===== src/shared/raf_pkg.sv =====
// Constants for the receive address filter: register map, field layout,
// reset values and hash parameters.
// Assumes a 32-bit byte-addressed register port and a 48-bit destination
// address whose first octet on the wire sits in bits 47:40.
package raf_pkg;

   // Register byte addresses
   localparam logic [31:0] ADDR_FILTER_CTRL = 32'hff8005c0;
   localparam logic [31:0] ADDR_FILTER_STATUS = 32'hff8005c4;
   localparam logic [31:0] ADDR_FRAME_COUNTS = 32'hff8005c8;
   localparam logic [31:0] ADDR_HASH_WORD0 = 32'hff8005d0;
   localparam logic [31:0] ADDR_HASH_WORD1 = 32'hff8005d4;
   localparam logic [31:0] ADDR_HASH_WORD2 = 32'hff8005d8;
   localparam logic [31:0] ADDR_HASH_WORD3 = 32'hff8005dc;
   localparam logic [31:0] ADDR_STATION0 = 32'hff800440;
   localparam logic [31:0] ADDR_STATION1 = 32'hff800444;
   localparam logic [31:0] ADDR_STATION2 = 32'hff800448;

   // Control register fields
   localparam int CTRL_BROADCAST_BIT = 0;
   localparam int CTRL_HASHED_MC_BIT = 1;
   localparam int CTRL_ALL_MC_BIT = 2;
   localparam int CTRL_EVERYTHING_BIT = 3;
   localparam int CTRL_WIDTH = 4;
   localparam logic [3:0] CTRL_RESET = 4'h0;

   // Status register fields
   localparam int STAT_ACCEPT_BIT = 0;
   localparam int STAT_MULTICAST_BIT = 1;
   localparam int STAT_BROADCAST_BIT = 2;
   localparam int STAT_STATION_BIT = 3;
   localparam int STAT_HASH_HIT_BIT = 4;
   localparam int STAT_INDEX_LSB = 8;

   // Table and address geometry
   localparam int HALF_WIDTH = 16;
   localparam int HASH_WORDS = 4;
   localparam int STATION_WORDS = 3;
   localparam int INDEX_WIDTH = 6;
   localparam int DEST_WIDTH = 48;
   localparam int GROUP_BIT = 40;
   localparam logic [15:0] HALF_RESET = 16'h0000;
   localparam logic [15:0] COUNT_RESET = 16'h0000;
   localparam logic [15:0] COUNT_ONE = 16'h0001;
   localparam logic [47:0] BROADCAST_ADDR = 48'hffffffffffff;

   // Hash CRC
   localparam logic [31:0] CRC_SEED = 32'hffffffff;
   localparam logic [31:0] CRC_POLY = 32'h04c11db6;
   localparam int HASH_MSB = 28;
   localparam int HASH_LSB = 23;

endpackage


===== src/design/raf_rx_address_filter.sv =====
// Receive address filter: control, hash table and station address registers
// on a plain register port, and a one-cycle accept/discard decision for each
// destination address the receive datapath presents.
// Assumes rx_dest_valid and rx_dest_addr come from logic on the same clock.
//
// What this block does
// - Everything enable accepts every frame
// - All-multicast enable accepts any multicast frame
// - Hash enable accepts multicast with table bit set
// - Broadcast enable accepts every broadcast frame
// - Six-bit CRC index delivered to filter logic
// - Index selects one of 64 table bits
// - Hash accept needs multicast and bit one
// - Table held in four 16-bit low halves
// - Index 0 first-word lsb, 63 last msb
// - CRC over 48 bits, all-ones seed, bits 28:23
// - Compare destination with three-word station address
`timescale 1ns/10ps

module raf_rx_address_filter
   import raf_pkg::*;
(
   input wire logic clock,
   input wire logic reset,
   input wire logic [31:0] reg_addr,
   input wire logic [31:0] reg_wdata,
   input wire logic reg_wr,
   input wire logic reg_rd,
   output logic [31:0] reg_rdata,
   input wire logic rx_dest_valid,
   input wire logic [47:0] rx_dest_addr,
   output logic filt_valid,
   output logic filt_accept,
   output logic filt_discard,
   output logic [5:0] filt_hash_index
);

   // Hash index of a destination address. Words are taken first octet high,
   // bits fed lsb first, as the software table builder does.
   function automatic logic [5:0] raf_hash_index(input logic [47:0] da);
      logic [31:0] crc;
      logic [15:0] word;
      logic fb;
      crc = CRC_SEED;
      word = HALF_RESET;
      fb = 1'b0;
      for (int w = 0; w < STATION_WORDS; w++) begin
         word = da[DEST_WIDTH - 1 - HALF_WIDTH * w -: HALF_WIDTH];
         for (int b = 0; b < HALF_WIDTH; b++) begin
            fb = crc[31] ^ word[b];
            crc = {crc[30:0], 1'b0};
            if (fb) begin
               crc = crc ^ CRC_POLY;
            end
            crc[0] = crc[0] | fb;
         end
      end
      return crc[HASH_MSB:HASH_LSB];
   endfunction

   // Word select inside a small register group
   function automatic logic [1:0] raf_word_sel(input logic [31:0] a, input logic [31:0] base);
      logic [31:0] diff;
      diff = a - base;
      return diff[3:2];
   endfunction

   logic [CTRL_WIDTH-1:0] ctrl_r;
   logic [15:0] hash_word_r [0:HASH_WORDS-1];
   logic [15:0] station_r [0:STATION_WORDS-1];
   logic [31:0] rdata_r;
   logic valid_r;
   logic accept_r;
   logic discard_r;
   logic [5:0] index_r;
   logic [15:0] status_r;
   logic [15:0] accept_count_r;
   logic [15:0] discard_count_r;

   logic hit_hash_wr;
   logic hit_station_wr;
   logic [1:0] hash_sel;
   logic [1:0] station_sel;
   logic [5:0] index_nxt;
   logic table_bit;
   logic [47:0] station_addr;
   logic is_multicast;
   logic is_broadcast;
   logic station_hit;
   logic hash_hit;
   logic accept_nxt;
   logic count_clear;
   logic [31:0] rdata_nxt;

   // Address decode
   assign hit_hash_wr = reg_wr && (reg_addr >= ADDR_HASH_WORD0) && (reg_addr <= ADDR_HASH_WORD3)
                        && (reg_addr[1:0] == 2'h0);
   assign hit_station_wr = reg_wr && (reg_addr >= ADDR_STATION0) && (reg_addr <= ADDR_STATION2)
                           && (reg_addr[1:0] == 2'h0);
   assign hash_sel = raf_word_sel(reg_addr, ADDR_HASH_WORD0);
   assign station_sel = raf_word_sel(reg_addr, ADDR_STATION0);
   assign count_clear = reg_wr && (reg_addr == ADDR_FRAME_COUNTS);

   // Control register
   always_ff @(posedge clock or posedge reset) begin
      if (reset) begin
         ctrl_r <= CTRL_RESET;
      end else if (reg_wr && (reg_addr == ADDR_FILTER_CTRL)) begin
         ctrl_r <= reg_wdata[CTRL_WIDTH-1:0];
      end
   end

   // Hash table words, low halves only
   always_ff @(posedge clock or posedge reset) begin
      if (reset) begin
         for (int i = 0; i < HASH_WORDS; i++) begin
            hash_word_r[i] <= HALF_RESET;
         end
      end else if (hit_hash_wr) begin
         hash_word_r[hash_sel] <= reg_wdata[HALF_WIDTH-1:0];
      end
   end

   // Station address words
   always_ff @(posedge clock or posedge reset) begin
      if (reset) begin
         for (int i = 0; i < STATION_WORDS; i++) begin
            station_r[i] <= HALF_RESET;
         end
      end else if (hit_station_wr && (station_sel < 2'(STATION_WORDS))) begin
         station_r[station_sel] <= reg_wdata[HALF_WIDTH-1:0];
      end
   end

   // Classification of the presented destination
   assign station_addr = {station_r[0], station_r[1], station_r[2]};
   assign is_multicast = rx_dest_addr[GROUP_BIT];
   assign is_broadcast = (rx_dest_addr == BROADCAST_ADDR);
   assign station_hit = (rx_dest_addr == station_addr);

   // Index from the CRC stage feeds the table lookup in the same cycle
   assign index_nxt = raf_hash_index(rx_dest_addr);
   assign table_bit = hash_word_r[index_nxt[5:4]][index_nxt[3:0]];
   assign hash_hit = is_multicast && table_bit;

   // Broadcast carries the group bit, so all-multicast enable also takes it, and hash enable does if its table bit is set
   always_comb begin
      accept_nxt = station_hit;
      if (ctrl_r[CTRL_EVERYTHING_BIT]) begin
         accept_nxt = 1'b1;
      end
      if (ctrl_r[CTRL_ALL_MC_BIT] && is_multicast) begin
         accept_nxt = 1'b1;
      end
      if (ctrl_r[CTRL_HASHED_MC_BIT] && hash_hit) begin
         accept_nxt = 1'b1;
      end
      if (ctrl_r[CTRL_BROADCAST_BIT] && is_broadcast) begin
         accept_nxt = 1'b1;
      end
   end

   // Decision outputs, one cycle after the address is presented
   always_ff @(posedge clock or posedge reset) begin
      if (reset) begin
         valid_r <= 1'b0;
         accept_r <= 1'b0;
         discard_r <= 1'b0;
         index_r <= 6'h00;
      end else begin
         valid_r <= rx_dest_valid;
         accept_r <= rx_dest_valid && accept_nxt;
         discard_r <= rx_dest_valid && !accept_nxt;
         if (rx_dest_valid) begin
            index_r <= index_nxt;
         end
      end
   end

   // Snapshot of the last decision for software
   always_ff @(posedge clock or posedge reset) begin
      if (reset) begin
         status_r <= HALF_RESET;
      end else if (rx_dest_valid) begin
         status_r <= HALF_RESET;
         status_r[STAT_ACCEPT_BIT] <= accept_nxt;
         status_r[STAT_MULTICAST_BIT] <= is_multicast;
         status_r[STAT_BROADCAST_BIT] <= is_broadcast;
         status_r[STAT_STATION_BIT] <= station_hit;
         status_r[STAT_HASH_HIT_BIT] <= hash_hit;
         status_r[STAT_INDEX_LSB +: INDEX_WIDTH] <= index_nxt;
      end
   end

   // Frame counters; a frame in the clearing cycle is still counted
   always_ff @(posedge clock or posedge reset) begin
      if (reset) begin
         accept_count_r <= COUNT_RESET;
         discard_count_r <= COUNT_RESET;
      end else begin
         if (count_clear) begin
            accept_count_r <= (rx_dest_valid && accept_nxt) ? COUNT_ONE : COUNT_RESET;
            discard_count_r <= (rx_dest_valid && !accept_nxt) ? COUNT_ONE : COUNT_RESET;
         end else if (rx_dest_valid) begin
            if (accept_nxt) begin
               accept_count_r <= accept_count_r + COUNT_ONE;
            end else begin
               discard_count_r <= discard_count_r + COUNT_ONE;
            end
         end
      end
   end

   // Read mux; unmapped addresses and misaligned ones read as zero
   always_comb begin
      rdata_nxt = 32'h00000000;
      case (reg_addr)
         ADDR_FILTER_CTRL: rdata_nxt[CTRL_WIDTH-1:0] = ctrl_r;
         ADDR_FILTER_STATUS: rdata_nxt[HALF_WIDTH-1:0] = status_r;
         ADDR_FRAME_COUNTS: rdata_nxt = {discard_count_r, accept_count_r};
         ADDR_HASH_WORD0: rdata_nxt[HALF_WIDTH-1:0] = hash_word_r[0];
         ADDR_HASH_WORD1: rdata_nxt[HALF_WIDTH-1:0] = hash_word_r[1];
         ADDR_HASH_WORD2: rdata_nxt[HALF_WIDTH-1:0] = hash_word_r[2];
         ADDR_HASH_WORD3: rdata_nxt[HALF_WIDTH-1:0] = hash_word_r[3];
         ADDR_STATION0: rdata_nxt[HALF_WIDTH-1:0] = station_r[0];
         ADDR_STATION1: rdata_nxt[HALF_WIDTH-1:0] = station_r[1];
         ADDR_STATION2: rdata_nxt[HALF_WIDTH-1:0] = station_r[2];
         default: rdata_nxt = 32'h00000000;
      endcase
   end

   // Read data stands only in the cycle after the strobe
   always_ff @(posedge clock or posedge reset) begin
      if (reset) begin
         rdata_r <= 32'h00000000;
      end else begin
         rdata_r <= reg_rd ? rdata_nxt : 32'h00000000;
      end
   end

   assign reg_rdata = rdata_r;
   assign filt_valid = valid_r;
   assign filt_accept = accept_r;
   assign filt_discard = discard_r;
   assign filt_hash_index = index_r;

endmodule // raf_rx_address_filter


===== config.mk =====
export PLATFORM = sky130hd
export DESIGN_NAME = raf_rx_address_filter
export DESIGN_NICKNAME = d
export VERILOG_FILES = /design/src/shared/raf_pkg.sv /design/src/design/raf_rx_address_filter.sv
export SDC_FILE = /design/constraint.sdc
export NUM_CORES = 1
export LEC_CHECK = 0
export BUFFER_PORTS_ARGS = -buffer_cell sky130_fd_sc_hd__buf_2
export CAP_MARGIN = 10
export CORE_ASPECT_RATIO = 1.2
export CORE_UTILIZATION = 35
export DETAILED_ROUTE_END_ITERATION = 10
export PLACE_DENSITY_LB_ADDON = 0.1
export RECOVER_POWER = 50
export SKIP_LAST_GASP = 1
export SLEW_MARGIN = 15
export SYNTH_ARGS = -nofsm -noshare
export SYNTH_HDL_FRONTEND = slang
export SYNTH_SLANG_ARGS = --single-unit
export TNS_END_PERCENT = 5

===== constraint.sdc =====
create_clock -name clock -period 8.2 [get_ports clock]
set_clock_uncertainty 0.15 [all_clocks]
set_input_delay 0.41 -clock clock [delete_from_list [all_inputs] [get_ports clock]]
set_output_delay 0.41 -clock clock [all_outputs]
set_load 0.02 [all_outputs]

# Word-level counts from Yosys, hierarchy flattened

Index checks and enable logic that the tools add are counted.

Order comparisons: 11
Reductions and logical operators: 23
Equality and inequality tests: 13
Muxes and demuxes: 75
Bitwise logic cells: 145
$add $sub $neg: 4

Operator list:

| kind                                                                | count |
|---|---|
| 27-bit 2-to-1 mux                                                   | 45 |
| 13-bit inverter                                                     | 44 |
| 32-bit equality test (second input constant)                        | 10 |
| 16-bit 2-to-1 mux                                                   | 11 |
| 12-bit case mux with 9 select lines                                 | 1 |
| 24-bit 2-to-1 mux                                                   | 3 |
| 64-bit bitwise mux                                                  | 1 |
| 16-bit demux with 2-bit select                                      | 2 |
| 32-bit greater-or-equal comparator (second input constant)          | 2 |
| 32-bit less-or-equal comparator (second input constant)             | 2 |
| 48-bit bitwise mux                                                  | 1 |
| 48-bit equality test                                                | 1 |
| 48-bit equality test (second input constant)                        | 1 |
| 1-bit OR                                                            | 47 |
| 1-bit XOR                                                           | 42 |
| 4-bit case mux with 10 select lines                                 | 1 |
| 12-bit inverter                                                     | 3 |
| 16-bit by 1-bit adder with 16-bit output (second input constant)    | 2 |
| 16-bit binary-select mux with 2-bit select                          | 1 |
| 32-bit 2-to-1 mux                                                   | 1 |
| 1-bit logical AND                                                   | 17 |
| 3-bit greater-or-equal comparator (second input constant)           | 3 |
| 2-bit inverter with 3-bit output                                    | 3 |
| 4-bit by 1-bit subtractor with 4-bit output (second input constant) | 2 |
| 12 further kinds                                                    | 25 |

Bits in registers: 200
Output and inout port bits: 41

# Depth between registers and ports, before layout

Word-level depth: 153
Depth in mapped cells: 23

# Worst setup path after synthesis

Ideal clock, no wire load.

Path kind: input to register
Start: input port rx_dest_addr[32]
End: register discard_count_r[13]
Arrival: 5861 ps
Cell stages on the path: 21
Setup slack: 2070 ps
Library setup time: 119 ps
Buffers on the path: 3
Cell sequence: ha_1 > buf_4 > xnor3_1 > xnor3_2 > xor2_1 > xnor3_2 > xnor2_2 > xnor2_2 > xor3_2 > xnor3_2 > buf_6 > mux2_1 > or3_1 > a31oi_1 > o21ai_1 > a32oi_2 > o2111ai_4 > buf_6 > nor2_1 > a41oi_1 > o21a_1

Cells in the longest elaborated chain, start to end: 72

Ends and longest elaborated chain:

| element                                                     | line                         | RTL |
|---|---|---|
| from (decl)                                                 | raf_rx_address_filter.sv:31  | `input wire logic [47:0] rx_dest_addr,` |
| 1-bit inverter (no source line)                             | --                           |  |
| 1-bit OR                                                    | raf_rx_address_filter.sv:55  | `crc[0] = crc[0] \| fb;` |
| 13-bit inverter (no source line)                            | --                           |  |
| 27-bit 2-to-1 mux                                           | raf_rx_address_filter.sv:52  | `if (fb) begin` |
| 13-bit inverter (no source line)                            | --                           |  |
| 27-bit 2-to-1 mux (2 in series)                             | raf_rx_address_filter.sv:52  |  |
| 13-bit inverter (no source line)                            | --                           |  |
| 27-bit 2-to-1 mux                                           | raf_rx_address_filter.sv:52  |  |
| (+55 left out)                                              | --                           |  |
| 1-bit binary-select mux with 4-bit select                   | raf_rx_address_filter.sv:143 | `assign table_bit = hash_word_r[index_nxt[5:4]][index_nxt[3:0]];` |
| 1-bit 2-to-1 mux (implied by the code)                      | raf_rx_address_filter.sv:143 |  |
| 1-bit logical AND                                           | raf_rx_address_filter.sv:144 | `assign hash_hit = is_multicast && table_bit;` |
| 1-bit logical AND                                           | raf_rx_address_filter.sv:155 | `if (ctrl_r[CTRL_HASHED_MC_BIT] && hash_hit) begin` |
| 1-bit 2-to-1 mux                                            | raf_rx_address_filter.sv:155 |  |
| 1-bit 2-to-1 mux *                                          | raf_rx_address_filter.sv:158 | `if (ctrl_r[CTRL_BROADCAST_BIT] && is_broadcast) begin` |
| 2-bit by 1-bit != test with 1-bit output (no source line) * | --                           |  |
| 2-bit AND reduction (no source line) *                      | --                           |  |
| to (signal assigned)                                        | raf_rx_address_filter.sv:203 | `discard_count_r <= (rx_dest_valid && !accept_nxt) ? COUNT_ONE : COUNT_RESET;` |
| to (signal assigned)                                        | raf_rx_address_filter.sv:208 | `discard_count_r <= discard_count_r + COUNT_ONE;` |
| to (decl)                                                   | raf_rx_address_filter.sv:78  | `logic [15:0] discard_count_r;` |

Mark *: on every way between the ends. The rest lies on a longest branch, timed or not. The select of a mux whose other input is x is not followed.
A chain may end at the register's enable or synchronous reset.

# Worst setup path after layout

Start: input port rx_dest_addr[32]
End: register accept_count_r[11]

Cells in the longest elaborated chain, start to end: 72

Ends and longest elaborated chain:

| element                                   | line                         | RTL |
|---|---|---|
| 1-bit inverter (no source line)           | --                           |  |
| 1-bit OR                                  | raf_rx_address_filter.sv:55  |  |
| 13-bit inverter (no source line)          | --                           |  |
| 27-bit 2-to-1 mux                         | raf_rx_address_filter.sv:52  |  |
| 13-bit inverter (no source line)          | --                           |  |
| 27-bit 2-to-1 mux (2 in series)           | raf_rx_address_filter.sv:52  |  |
| 13-bit inverter (no source line)          | --                           |  |
| 27-bit 2-to-1 mux                         | raf_rx_address_filter.sv:52  |  |
| (+55 left out)                            | --                           |  |
| 1-bit binary-select mux with 4-bit select | raf_rx_address_filter.sv:143 |  |
| 1-bit 2-to-1 mux (implied by the code)    | raf_rx_address_filter.sv:143 |  |
| 1-bit logical AND                         | raf_rx_address_filter.sv:144 |  |
| 1-bit logical AND                         | raf_rx_address_filter.sv:155 |  |
| 1-bit 2-to-1 mux                          | raf_rx_address_filter.sv:155 |  |
| 1-bit 2-to-1 mux *                        | raf_rx_address_filter.sv:158 |  |
| 2-bit nonzero test (no source line) *     | --                           |  |
| 2-bit AND reduction (no source line) *    | --                           |  |
| to (signal assigned)                      | raf_rx_address_filter.sv:202 | `accept_count_r <= (rx_dest_valid && accept_nxt) ? COUNT_ONE : COUNT_RESET;` |
| to (signal assigned)                      | raf_rx_address_filter.sv:206 | `accept_count_r <= accept_count_r + COUNT_ONE;` |
| to (decl)                                 | raf_rx_address_filter.sv:77  | `logic [15:0] accept_count_r;` |

Marks and branches as above.

==> results_dict.tcl <==
set metrics [dict create \
    ys_seq_area_share_pct 37.0 \
    clock_latency_ps 460 \
    crit_end "accept_count_r[11]" \
    hold_path_class "input port to flop" \
    syn-instance-count 1095 \
    tightest_slew_ps 3870 \
    reg2reg_depth 9 \
    syn_nets 1217 \
    fp-row-count 77 \
    slowest_delay_ps 630 \
    cts_htree_levels 4 \
    violations "capacitance limit, slew limit" \
    hold_violations 0 \
    min_period_over_period_pct 88.2 \
    r2r_slack_ps 4720 \
    holdWs_ps 127 \
    synth_flop_cell "dfrtp_1" \
    placeableCoreArea_um2 36900 \
    rsz0062_at_grt "no" \
    vias 9515 \
    async_flop_share_pct 100 \
    startpoint "rx_dest_addr[32]" \
    reg2reg_to "accept_count_r[11]" \
    dp_hpwl_um 33900 \
    critPathCaptureType "flop" \
    postRouteAntennaNets 0 \
    cp_slowest_cell "xnor3_2" \
    cts_tree "built" \
    cts.sinks 194 \
    critPathLaunchType "input port" \
    critical_path_depth 21 \
    grt_pass1_wl_um 66000 \
    clock_tree.buffer_depth 2 \
    path_cells "buf_2, ha_1, xnor3_1, xnor3_2, xor2_1, xnor3_2, xnor2_2, xnor2_2, xor3_2, xnor3_2, buf_12, mux2i_1, a22oi_1, nor2_1, a2111oi_4, a32oi_2, o2111ai_4, buf_4, nand3_1, or4_1, a21oi_1" \
    slew-limit-headroom_pct -159 \
    die_x_um 179 \
    critPathMaxFanout 22 \
    synth-xor-area-share_pct 29.4 \
    via_per_inst 5.52 \
    synth.yosys.warnings 0 \
    grt_pass1_vias 9825 \
    drtIter0Drc 624 \
    routed_wl_um 44400 \
    wl_per_cell_um 25.7 \
    slew_viol_final 203 \
    track_usage_pct 23.9 \
    grt_max_degree 86 \
    gr-total-overflow 0 \
    tns_ps 0 \
    fmax_mhz 138 \
    pin_count 158 \
    setup_viol 0 \
    synth_mux_area_share_pct 12.7 \
    num_antenna_cells 0 \
    syn_to_final_growth_pct 14.0 \
    period_needed_ps 7230 \
    max_cap_violations 4 \
    synth_top_family_by_area "XOR/XNOR gates" \
    die_area_um2 38300 \
    yosys.area_share.simple_pct 9.31 \
    required_ps 8410 \
    antenna_found_initial 0 \
    layout-drive-gt1-share_pct 26.1 \
    cts_resized 0 \
    place.gp.congestion 0.911 \
    clk_pin_slew_ps 80 \
    synth_edf_count 0 \
    synth_area_per_cell_um2 12.0 \
    fin_util_pct 40.6 \
    numCtsBuffers 17 \
    first_pass_iters 6 \
    crit_top_cell "xnor3_2" \
    synth.lib_cells_used.distinct 65 \
    path_class "input port to flop" \
    layout.nets 1360 \
    worstPathArrival_ps 7450 \
    die_h_um 214 \
    ys_ff_latch 194 \
    synth_adder_area_share_pct 0.476 \
    critPathTopFamily "XOR/XNOR gates" \
    drc 0 \
    root_buffer "clkbuf_16" \
    fill_cells 3637 \
    mappedNetlistArea_um2 13100 \
    status "complete, but fails checks" \
    start_util_pct 35.6 \
    path_buf_inv 3 \
    synth_compound_area_share_pct 8.61 \
    portBuffers 141 \
    r2r-start "hash_word_r[53]" \
]
stage by stage:
stage                     std cells  worst slack (ps)  instance area, um^2
after floorplan                1095              2070                13100
after global placement         1692               620                14500
after detailed placement       1692               590                14500
after CTS                      1725              1030                15100
after global routing           1725               588                15000
final                          1725               967                15000
area by class of cell:
cell class              instances  area, um^2  share of cell area [%]
multi-input cells             836        7990                    53.3
repair buffers                177         930                    6.21
clock buffers                  19         443                    2.96
clock inverters                13         123                   0.819
well taps                     474         593                    3.96
flip-flops and latches        194        4850                    32.4
inverters                      12        46.3                   0.309
worst register-to-register path, delay by kind of cell, from the launching register on:
family                 cells  cell delay (ps)
flip-flops                 1              380
AND/OR/NAND/NOR            3             1150
AO/OA/AOI/OAI              5             1410
buffers and inverters      1              280
layer usage:
layer | GRT usage [%] | part of all wire (%)
met1 | 30.1 | 41
met2 | 41.2 | 51
met3 | 2.64 | 3.5
met4 | 9.89 | 3.8
met5 | 0 | 0
cell families after synthesis:
family                     count (synthesis)
DFF                                      194
AOI/OAI and AO/OA                        152
and+or+nand+nor                          231
adders and majority gates                  5
buffers and inverters                     65
muxes                                    150
xor gates and xnor gates                 298
registers in the layout (all words and copies together) (netlist names):
signal           count
station_addr        48
reg_rdata           32
accept_count_r      16
status_r             5
filt_hash_index      6
filt_accept          1
ctrl_r               4
filt_valid           1
filt_discard         1
discard_count_r     16
hash_word_r         64
worst min path at each step:
stage | start | to | slack [ps] | cells after the start
finish | reg_wdata[11] | hash_word_r[27] | 130 | 2
CTS | reg_wdata[11] | station_addr[43] | 110 | 2
global route | reg_wdata[11] | hash_word_r[43] | 120 | 2
floorplan | rx_dest_valid | filt_valid | 290 | 0
global placement | status_r[1] | status_r[1] | 340 | 1
detailed placement | status_r[1] | status_r[1] | 350 | 1
layout by cell type, fill, tap and decap left out, types with 7 or more instances in the layout:
cell / instances
xnor2_1: 160
nand2b_1: 7
or3_1: 8
a221oi_1: 18
dfrtp_1: 194
nand2_1: 34
a222oi_1: 7
xnor3_1: 57
and3_1: 22
a22o_1: 12
xor3_1: 13
buf_2: 98
xor2_1: 45
nand3_1: 34
mux2_2: 124
a31oi_1: 20
o21ai_0: 18
nor2_1: 47
buf_4: 32
xnor2_2: 8
xnor3_2: 7
a22oi_1: 40
nor4_1: 7
nand4_1: 31
mux2i_1: 22
a21oi_1: 20
nor3_1: 13
clkbuf_1: 46
inv_1: 11
clkbuf_16: 17
timing repair:
action | in CTS | in global routing
hold buffers | 1 | 0
endpoints found under the hold margin | 84 | 0
endpoints found under the setup margin | 0 | 0
buffers inserted | 0 | 0
synthesized netlist by cell type, drive strengths merged (22+ instances only):
library cell	n	area [um^2]
a22oi	40	300
and3	22	138
buf	23	178
clkbuf	30	113
dfrtp	194	4850
mux2	128	1440
mux2i	22	220
nand2	35	139
nand3	34	170
nand4	31	194
nor2	49	186
xnor2	170	1590
xnor3	64	1450
xor2	49	470
Power is not shown: default switching activity piles up to over one toggle a cycle in this logic, so the estimate is an artifact.
